<file path="config.mk">
export PLATFORM = sky130hd
export DESIGN_NAME = ppws_top
export DESIGN_NICKNAME = d
export VERILOG_FILES = /design/src/rtl/ppws_pkg.sv /design/src/rtl/ppws_top.sv
export SDC_FILE = /design/constraint.sdc
export NUM_CORES = 1
export LEC_CHECK = 0
export ABC_AREA = 1
export BUFFER_PORTS_ARGS = -buffer_cell sky130_fd_sc_hd__buf_2
export CAP_MARGIN = 25
export CORE_AREA = 3 3 148 150
export DETAILED_ROUTE_END_ITERATION = 8
export DIE_AREA = 0 0 151 153
export HOLD_SLACK_MARGIN = 0.08
export SLEW_MARGIN = 20
export SYNTH_ARGS = -nofsm -noshare
export SYNTH_HDL_FRONTEND = slang
export SYNTH_SLANG_ARGS = --single-unit
</file>
<file path="constraint.sdc">
create_clock -name pclk -period 2.6 [get_ports pclk]
set_input_delay 0.52 -clock pclk [delete_from_list [all_inputs] [get_ports pclk]]
set_output_delay 0.52 -clock pclk [all_outputs]
set_load 0.1 [all_outputs]
</file>
<file path="src/rtl/ppws_pkg.sv">
// Package: register map, field positions and timing for the parallel port
package ppws_pkg;
  // Register byte addresses
  localparam logic [7:0] ADDR_MODE = 8'h00;
  localparam logic [7:0] ADDR_STAT = 8'h04;
  localparam logic [7:0] ADDR_MASK = 8'h08;
  localparam logic [7:0] ADDR_IN0 = 8'h10;
  localparam logic [7:0] ADDR_OUT0 = 8'h20;
  // Mode register fields
  localparam int HOLD_LSB = 0;
  localparam int STROBE_LSB = 2;
  localparam int PRE_LSB = 6;
  localparam int CS1_BIT = 8;
  localparam int INC_BIT = 9;
  localparam int DEC_BIT = 10;
  localparam int CS1_ADDR_BIT = 14;
  localparam logic [31:0] MODE_MASK = 32'h0000_07FF;
  // Status register fields
  localparam int ALL_FULL_BIT = 15;
  localparam int OVF_BIT = 14;
  localparam int IN_FULL_LSB = 8;
  localparam int ALL_EMPTY_BIT = 7;
  localparam int UNF_BIT = 6;
  localparam int OUT_EMPTY_LSB = 0;
  localparam logic [31:0] EVENT_MASK = 32'h0000_4040;
  localparam int NUM_SLOTS = 4;
  // Strobe cycle phases
  typedef enum logic [1:0] {PPWS_IDLE, PPWS_PRE, PPWS_STROBE, PPWS_HOLD}
    ppws_phase_t;
endpackage

</file>
<file path="src/rtl/ppws_top.sv">
// Parallel slave port: wait-state timing and slave buffer status
`timescale 1ns/1ps
`default_nettype none
module ppws_top (
  // APB clock and reset
  input wire logic pclk,
  input wire logic presetn,
  // APB slave
  input wire logic psel,
  input wire logic penable,
  input wire logic pwrite,
  input wire logic [7:0] paddr,
  input wire logic [31:0] pwdata,
  output logic [31:0] prdata,
  output logic pready,
  output logic pslverr,
  // Host side pins (asynchronous)
  input wire logic host_cs,
  input wire logic host_wr,
  input wire logic [1:0] host_addr,
  input wire logic [7:0] host_din,
  output logic [7:0] host_dout,
  output logic [7:0] host_dout_oe,
  output logic host_strobe,
  output logic [15:0] host_addr_out,
  // Interrupt
  output logic irq
);
  // Pin synchronisers: first stage read only by the second
  logic [11:0] sync1, sync2, sync3;
  logic [11:0] next_sync1;
  always_comb begin
    next_sync1 = {host_cs, host_wr, host_addr, host_din};
  end
  always_ff @(posedge pclk or negedge presetn) begin
    if (!presetn) begin
      sync1 <= 12'h000;
      sync2 <= 12'h000;
      sync3 <= 12'h000;
    end else begin
      sync1 <= next_sync1;
      sync2 <= sync1;
      sync3 <= sync2;
    end
  end
  logic cs_s, wr_s, cs_d;
  logic [1:0] sel_s;
  logic [7:0] din_s;
  assign cs_s = sync2[11];
  assign wr_s = sync2[10];
  assign sel_s = sync2[9:8];
  assign din_s = sync2[7:0];
  assign cs_d = sync3[11];

  // Registers
  logic [31:0] mode, mask;
  logic [7:0] in_buf [ppws_pkg::NUM_SLOTS];
  logic [7:0] out_buf [ppws_pkg::NUM_SLOTS];
  logic [3:0] in_full, out_empty;
  logic ovf, unf;
  logic [31:0] next_mode, next_mask;
  logic [7:0] next_in_buf [ppws_pkg::NUM_SLOTS];
  logic [7:0] next_out_buf [ppws_pkg::NUM_SLOTS];
  logic [3:0] next_in_full, next_out_empty;
  logic next_ovf, next_unf;
  logic [31:0] next_prdata;
  logic next_pready, next_pslverr, next_irq;
  logic [7:0] next_host_dout;

  // Field extraction
  logic [3:0] strobe_ws;
  logic [1:0] hold_ws, pre_ws;
  assign strobe_ws = mode[ppws_pkg::STROBE_LSB +: 4];
  assign hold_ws = mode[ppws_pkg::HOLD_LSB +: 2];
  assign pre_ws = mode[ppws_pkg::PRE_LSB +: 2];

  function automatic logic [31:0] status_word(input logic [3:0] f,
      input logic [3:0] e, input logic o, input logic u);
    logic [31:0] s;
    s = 32'h0000_0000;
    s[ppws_pkg::ALL_FULL_BIT] = &f;
    s[ppws_pkg::OVF_BIT] = o;
    s[ppws_pkg::IN_FULL_LSB +: 4] = f;
    s[ppws_pkg::ALL_EMPTY_BIT] = &e;
    s[ppws_pkg::UNF_BIT] = u;
    s[ppws_pkg::OUT_EMPTY_LSB +: 4] = e;
    return s;
  endfunction

  // Address stepping; with the CS1 mode bit set, the chip-select bit (address bit 14) never moves with it
  function automatic logic [15:0] step_addr(input logic [15:0] a,
      input logic [31:0] md);
    logic [15:0] n;
    n = a;
    if (md[ppws_pkg::INC_BIT]) begin
      n = a + 16'h0001;
    end else if (md[ppws_pkg::DEC_BIT]) begin
      n = a - 16'h0001;
    end
    if (md[ppws_pkg::CS1_BIT]) begin
      n[ppws_pkg::CS1_ADDR_BIT] = a[ppws_pkg::CS1_ADDR_BIT];
    end
    return n;
  endfunction

  // Host strobe sequencer state
  ppws_pkg::ppws_phase_t phase, next_phase;
  logic [3:0] cnt, next_cnt;
  logic cyc_wr, next_cyc_wr;
  logic [15:0] addr_q, next_addr_q;
  logic host_start;
  assign host_start = cs_s && !cs_d;

  // Strobe timing sequencer, one access per host select edge
  always_comb begin
    next_phase = phase;
    next_cnt = cnt;
    next_cyc_wr = cyc_wr;
    next_addr_q = addr_q;
    unique case (phase)
      ppws_pkg::PPWS_IDLE: begin
        if (host_start) begin
          next_cyc_wr = wr_s;
          next_phase = ppws_pkg::PPWS_PRE;
          next_cnt = (strobe_ws == 4'h0) ? 4'h0 : {2'b00, pre_ws};
        end
      end
      ppws_pkg::PPWS_PRE: begin
        if (cnt == 4'h0) begin
          next_phase = ppws_pkg::PPWS_STROBE;
          next_cnt = strobe_ws;
        end else begin
          next_cnt = cnt - 4'h1;
        end
      end
      ppws_pkg::PPWS_STROBE: begin
        if (cnt == 4'h0) begin
          if (strobe_ws == 4'h0 && cyc_wr) begin
            next_phase = ppws_pkg::PPWS_HOLD;
            next_cnt = 4'h0;
          end else if (cyc_wr) begin
            next_phase = ppws_pkg::PPWS_HOLD;
            next_cnt = {2'b00, hold_ws};
          end else if (strobe_ws == 4'h0 || hold_ws == 2'b00) begin
            // Read with no hold ends here, so it steps here too
            next_phase = ppws_pkg::PPWS_IDLE;
            next_addr_q = step_addr(addr_q, mode);
          end else begin
            next_phase = ppws_pkg::PPWS_HOLD;
            next_cnt = {2'b00, hold_ws} - 4'h1;
          end
        end else begin
          next_cnt = cnt - 4'h1;
        end
      end
      ppws_pkg::PPWS_HOLD: begin
        if (cnt == 4'h0) begin
          next_phase = ppws_pkg::PPWS_IDLE;
          next_addr_q = step_addr(addr_q, mode);
        end else begin
          next_cnt = cnt - 4'h1;
        end
      end
    endcase
  end

  always_ff @(posedge pclk or negedge presetn) begin
    if (!presetn) begin
      phase <= ppws_pkg::PPWS_IDLE;
      cnt <= 4'h0;
      cyc_wr <= 1'b0;
      addr_q <= 16'h0000;
    end else begin
      phase <= next_phase;
      cnt <= next_cnt;
      cyc_wr <= next_cyc_wr;
      addr_q <= next_addr_q;
    end
  end

  // APB decode; host access acts at start of its cycle
  logic apb_setup, apb_wr, apb_rd;
  logic [1:0] slot;
  assign apb_setup = psel && !penable;
  assign apb_wr = psel && penable && pwrite;
  assign apb_rd = psel && penable && !pwrite;
  assign slot = paddr[3:2];

  always_comb begin
    next_mode = mode;
    next_mask = mask;
    next_in_full = in_full;
    next_out_empty = out_empty;
    next_ovf = ovf;
    next_unf = unf;
    next_host_dout = host_dout;
    next_prdata = 32'h0000_0000;
    next_pslverr = 1'b0;
    for (int i = 0; i < ppws_pkg::NUM_SLOTS; i++) begin
      next_in_buf[i] = in_buf[i];
      next_out_buf[i] = out_buf[i];
    end
    // Read data and refusal settle in setup, so they stand with pready
    if (apb_setup) begin
      unique case (paddr & 8'hF0)
        8'h00: begin
          if (paddr == ppws_pkg::ADDR_MODE) begin
            next_prdata = mode;
          end else if (paddr == ppws_pkg::ADDR_STAT) begin
            next_prdata = status_word(in_full, out_empty, ovf, unf);
          end else if (paddr == ppws_pkg::ADDR_MASK) begin
            next_prdata = mask;
          end else begin
            next_pslverr = 1'b1;
          end
        end
        ppws_pkg::ADDR_IN0: begin
          next_prdata = {24'h000000, in_buf[slot]};
          next_pslverr = pwrite;
        end
        ppws_pkg::ADDR_OUT0: next_pslverr = !pwrite;
        default: next_pslverr = 1'b1;
      endcase
      if (pwrite) begin
        next_prdata = 32'h0000_0000;
      end
    end
    // CPU side effects at the access edge; hardware sets below win
    if (apb_wr) begin
      if (paddr == ppws_pkg::ADDR_MODE) begin
        next_mode = pwdata & ppws_pkg::MODE_MASK;
      end else if (paddr == ppws_pkg::ADDR_STAT) begin
        if (pwdata[ppws_pkg::OVF_BIT]) next_ovf = 1'b0;
        if (pwdata[ppws_pkg::UNF_BIT]) next_unf = 1'b0;
      end else if (paddr == ppws_pkg::ADDR_MASK) begin
        next_mask = pwdata & ppws_pkg::EVENT_MASK;
      end else if ((paddr & 8'hF0) == ppws_pkg::ADDR_OUT0) begin
        next_out_buf[slot] = pwdata[7:0];
        next_out_empty[slot] = 1'b0;
      end
    end else if (apb_rd && (paddr & 8'hF0) == ppws_pkg::ADDR_IN0) begin
      next_in_full[slot] = 1'b0;
    end
    // Host side access, caught on the select edge
    if (phase == ppws_pkg::PPWS_IDLE && host_start) begin
      if (wr_s) begin
        if (in_full[sel_s]) begin
          next_ovf = 1'b1;
        end else begin
          next_in_buf[sel_s] = din_s;
          next_in_full[sel_s] = 1'b1;
        end
      end else begin
        next_host_dout = out_buf[sel_s];
        if (out_empty[sel_s]) begin
          next_unf = 1'b1;
        end else begin
          next_out_empty[sel_s] = 1'b1;
        end
      end
    end
    next_pready = psel && !penable;
    next_irq = |(status_word(next_in_full, next_out_empty, next_ovf,
      next_unf) & mask);
  end

  // Register update
  always_ff @(posedge pclk or negedge presetn) begin
    if (!presetn) begin
      mode <= 32'h0000_0000;
      mask <= 32'h0000_0000;
      in_full <= 4'h0;
      out_empty <= 4'hF;
      ovf <= 1'b0;
      unf <= 1'b0;
      host_dout <= 8'h00;
      prdata <= 32'h0000_0000;
      pslverr <= 1'b0;
      pready <= 1'b0;
      irq <= 1'b0;
      for (int i = 0; i < ppws_pkg::NUM_SLOTS; i++) begin
        in_buf[i] <= 8'h00;
        out_buf[i] <= 8'h00;
      end
    end else begin
      mode <= next_mode;
      mask <= next_mask;
      in_full <= next_in_full;
      out_empty <= next_out_empty;
      ovf <= next_ovf;
      unf <= next_unf;
      host_dout <= next_host_dout;
      prdata <= next_prdata;
      pslverr <= next_pslverr;
      pready <= next_pready;
      irq <= next_irq;
      for (int i = 0; i < ppws_pkg::NUM_SLOTS; i++) begin
        in_buf[i] <= next_in_buf[i];
        out_buf[i] <= next_out_buf[i];
      end
    end
  end

  // Pin outputs registered for clean edges
  always_ff @(posedge pclk or negedge presetn) begin
    if (!presetn) begin
      host_strobe <= 1'b0;
      host_dout_oe <= 8'h00;
      host_addr_out <= 16'h0000;
    end else begin
      host_strobe <= (next_phase == ppws_pkg::PPWS_STROBE);
      host_dout_oe <= (next_phase != ppws_pkg::PPWS_IDLE && !next_cyc_wr)
        ? 8'hFF : 8'h00;
      host_addr_out <= next_addr_q;
    end
  end
endmodule
`default_nettype wire

</file>
==> metrics.txt <==
# TYPE chip_impl_metric gauge
chip_impl_info{name="status",value="completed"} 1
chip_impl_metric{name="detail_route.iter0.violations",unit=""} 390
chip_impl_metric{name="die_height",unit="um"} 153
chip_impl_metric{name="cts.htree.levels",unit=""} 4
chip_impl_metric{name="fin_nets",unit=""} 1135
chip_impl_metric{name="layout_min_cycle_time",unit="ns"} 2.201
chip_impl_metric{name="p_clk_share",unit="%"} 29.3
chip_impl_metric{name="start_util",unit="%"} 38.37
chip_impl_metric{name="worst_r2r_path_depth",unit=""} 11
chip_impl_info{name="ys_dominant_reg_cell",value="sky130_fd_sc_hd__dfrtp_1"} 1
chip_impl_metric{name="finalSetupViolCount",unit=""} 0
chip_impl_metric{name="cts_repair_resize_count",unit=""} 0
chip_impl_metric{name="grt_start_max_net_pins",unit=""} 66
chip_impl_metric{name="final.setup.tns",unit="ns"} 0
chip_impl_metric{name="die_x",unit="um"} 151
chip_impl_metric{name="power_switching_share",unit="%"} 43.33
chip_impl_metric{name="route.final.wire_length",unit="um"} 20070
chip_impl_metric{name="antenna_cells_inserted",unit=""} 0
chip_impl_metric{name="wl_met3",unit="um"} 930
chip_impl_metric{name="postLayoutCoreUtil",unit="%"} 44.55
chip_impl_info{name="critical_path_start_type",value="register"} 1
chip_impl_metric{name="routed-wl-met2",unit="um"} 9293
chip_impl_info{name="route.top_layer_used",value="met5"} 1
chip_impl_info{name="setup_crit_end_kind",value="register"} 1
chip_impl_metric{name="cts_hold_fix_bufs",unit=""} 0
chip_impl_metric{name="port_buffers",unit=""} 86
chip_impl_info{name="timing_worst_setup_path_type",value="register to register"} 1
chip_impl_metric{name="synth_async_sr_flop_share",unit="%"} 100.0
chip_impl_metric{name="global_route.usage.total",unit="%"} 17.96
chip_impl_metric{name="synth-seq-area-share",unit="%"} 50.81
chip_impl_info{name="grt_setup_unrepaired",value="false"} 1
chip_impl_metric{name="drt_drc_violations_left",unit=""} 0
chip_impl_metric{name="synthesis.area",unit="um2"} 7989
chip_impl_metric{name="p_leak",unit="nW"} 4.928
chip_impl_metric{name="cp_max_fanout",unit=""} 9
chip_impl_metric{name="internal_power",unit="mW"} 4.856
chip_impl_metric{name="max_slew_headroom",unit="%"} 57.45
chip_impl_metric{name="fmax",unit="GHz"} 0.4543
chip_impl_metric{name="layout-area-overhead-vs-synth",unit="%"} 16.12
chip_impl_metric{name="clkSinkCount",unit=""} 162
chip_impl_metric{name="worst_ir_drop_vdd",unit="mV"} 0.4084
chip_impl_metric{name="synth_area_per_cell",unit="um2"} 8.270
chip_impl_metric{name="fp.coreArea",unit="um2"} 20820
chip_impl_metric{name="timing.final.max_slew_violations",unit=""} 0
chip_impl_metric{name="power_density",unit="nW/um2"} 923.8
chip_impl_metric{name="numPlacedInstances",unit=""} 1315
chip_impl_metric{name="gr_ovfl_total",unit=""} 0
chip_impl_metric{name="hold_viol_final",unit=""} 0
chip_impl_metric{name="register_bit_count_reported_by_yosys",unit=""} 162
chip_impl_metric{name="critPathRequiredTime",unit="ns"} 2.91
chip_impl_metric{name="dieArea",unit="um2"} 23100
chip_impl_metric{name="synth_cells",unit=""} 966
chip_impl_metric{name="grt_first_pass_wirelength",unit="um"} 32920
chip_impl_metric{name="power_frac_seq",unit="%"} 36.2
chip_impl_metric{name="synth_enable_flop_cells",unit=""} 0
chip_impl_metric{name="tritoncts.num_buffers",unit=""} 17
chip_impl_metric{name="insertion_delay",unit="ns"} 0.43
chip_impl_metric{name="power.total",unit="mW"} 8.570
chip_impl_metric{name="post-dp-hpwl",unit="um"} 14280
chip_impl_metric{name="finish.cell_count_without_fillers",unit=""} 1347
chip_impl_metric{name="drt-pass1-iter-count",unit=""} 5
chip_impl_metric{name="yosys.cell_types.count",unit=""} 41
chip_impl_metric{name="row_count",unit=""} 53
chip_impl_info{name="root_buffer",value="sky130_fd_sc_hd__clkbuf_16"} 1
chip_impl_metric{name="total_via_count_after_detailed_routing",unit=""} 6537
chip_impl_metric{name="final_min_period_over_clock_period",unit="%"} 84.66
chip_impl_metric{name="slew_at_the_pin_closest_to_its_max_slew_limit",unit="ns"} 0.6383
chip_impl_metric{name="wl_per_cell",unit="um"} 14.90
chip_impl_metric{name="p_comb_share",unit="%"} 34.6
chip_impl_metric{name="max_cap_violations",unit=""} 0
chip_impl_metric{name="vias_in_the_first_global_route",unit=""} 6396
chip_impl_metric{name="route.antenna.remaining_nets",unit=""} 0
chip_impl_info{name="tritoncts",value="yes"} 1
chip_impl_info{name="type_of_the_worst_min_delay_path",value="primary input to async pin"} 1
chip_impl_metric{name="viasPerCell",unit=""} 4.853
chip_impl_metric{name="post_route_worst_setup_slack",unit="ns"} 0.3989
chip_impl_metric{name="max-clock-path-buffers",unit=""} 2
chip_impl_metric{name="place_worst_setup_slack",unit="ns"} 0.2297
chip_impl_metric{name="cp.arrival",unit="ns"} 2.51
chip_impl_metric{name="finalWeightedCongestion",unit=""} 0.9467
chip_impl_metric{name="wirelength_met1",unit="um"} 9307
chip_impl_metric{name="warnings_synthesis",unit=""} 0
chip_impl_metric{name="drive_gt1_share",unit="%"} 15.86
chip_impl_metric{name="cts_setup_buffers",unit=""} 0
chip_impl_metric{name="grt_antenna_before_repair",unit=""} 2
chip_impl_metric{name="fin_worst_skew",unit="ns"} 0.009064
chip_impl_metric{name="clock_pin_transition_on_the_worst_setup_and_hold_timing_paths",unit="ns"} 0.07
chip_impl_metric{name="number_of_fill_cells_in_the_layout",unit=""} 2125
chip_impl_metric{name="num_io_pins",unit=""} 125
chip_impl_metric{name="total_switching_power",unit="mW"} 3.714
sequential cells by signal, summed over array words and instances, names as in the netlist, 2 cells and up:
register / cells
cnt: 4
host_dout: 8
prdata: 14
mask: 2
out_empty: 4
mode: 11
host_addr_out: 16
in_buf: 32
in_full: 4
sync1: 12
out_buf: 32
sync2: 12
phase: 2
cell type report:
| class | count | area (um2) | share of cell area [%] |
|---|---|---|---|
| repair buffers | 105 | 604.3 | 6.515 |
| clock buffers | 19 | 442.9 | 4.775 |
| multi-input cells | 676 | 3319 | 35.78 |
| flip-flops and latches | 162 | 4059 | 43.76 |
| well taps | 275 | 344.1 | 3.709 |
| clock inverters | 13 | 140.1 | 1.511 |
| inverters | 97 | 366.6 | 3.952 |
synth_stat cells, drive strengths merged, types with 2 or more instances:
cell type / instances / area share [%]
nand3b: 5 / 0.47
nand3: 33 / 2.4
clkbuf: 4 / 0.19
o21ai: 80 / 5.1
nor2: 44 / 2.3
o22ai: 2 / 0.16
dfstp: 4 / 1.3
inv: 93 / 4.4
clkinv: 4 / 0.19
nand4: 50 / 3.9
ha: 18 / 2.8
a22o: 3 / 0.33
o211ai: 5 / 0.47
nor4: 2 / 0.34
dfrtp: 158 / 49
a22oi: 8 / 0.75
a21oi: 27 / 1.7
xnor2: 7 / 0.77
mux2: 8 / 1.1
nor3: 7 / 0.56
nand2: 350 / 16
buf: 44 / 3.7
xor2: 4 / 0.44
per-layer routing:
layer / GRT usage [%] / up-vias
li1: - / 3283
met1: 24.58 / 3064
met2: 28.41 / 149
met3: 3.647 / 37
met4: 6.218 / 4
met5: 0 / -
kinds of logic after synthesis:
logic type,count (synthesis),synth area share [%]
AO/OA/AOI/OAI,127,8.645
XOR/XNOR,11,1.206
adder cells (fa/ha/maj),19,3.070
buffers and inverters,145,8.442
flip-flops,162,50.81
multiplexers,8,1.128
other,1,0.04694
AND/OR/NAND/NOR,493,26.66
worst max-delay path: stages (launching register included):
cell and delay, ns:
sky130_fd_sc_hd__dfrtp_1 0.45, sky130_fd_sc_hd__inv_1 0.22, sky130_fd_sc_hd__buf_4 0.25, sky130_fd_sc_hd__ha_1 0.37
sky130_fd_sc_hd__nand2_1 0.13, sky130_fd_sc_hd__nor3_1 0.20, sky130_fd_sc_hd__and2_1 0.16, sky130_fd_sc_hd__nand2_1 0.08
sky130_fd_sc_hd__nand2_1 0.08, sky130_fd_sc_hd__nand2_1 0.05, sky130_fd_sc_hd__nand3_1 0.06, sky130_fd_sc_hd__nand2_1 0.05
path summary, 6_finish.rpt:
kind | slack (ns) | endpoint | start
worst min register to register | 0.35 | sync2[11] | sync1[11]
max in group asynchronous | 1.83 | in_buf[3] | presetn
worst min-delay path | 0.08 | pready | presetn
worst max-delay path | 0.40 | host_addr_out[14] | mode[9]
min in group pclk | 0.19 | sync1[11] | host_cs
worst max register to register | 0.40 | host_addr_out[14] | mode[9]
cell usage in the layout (no fill, tap or decap), drive strengths merged, types with 5 or more instances in the layout:
cell type and count:
nor3 7, nand3b 5, a21oi 27, ha 18, mux2 8, buf 105, o211ai 5, nand2 350
inv 101, nand3 33, clkbuf 19, o21ai 80, conb 18, nand4 50, a22oi 8, clkinv 7
dfrtp 158, xnor2 7, nor2 44
power by group through the flow:
stage                     Combinational, mW  Sequential [mW]  Clock [mW]
after floorplan                        1.69             3.92           0
after global placement                 2.94             3.14           0
after detailed placement               2.97             3.14           0
after CTS                              2.98             3.10        2.56
after global routing                   3.21             3.14        2.67
final                                  2.96             3.10        2.51
per-stage QoR:
stage / cell area, um2 / hold WS, ns
after detailed placement: 8693 / 0.3347
after global routing: 9276 / 0.1250
after global placement: 8693 / 0.3325
final: 9276 / 0.07717
after CTS: 9276 / 0.1182
after floorplan: 8053 / 0.2244
(Power assumes the default switching activity.)
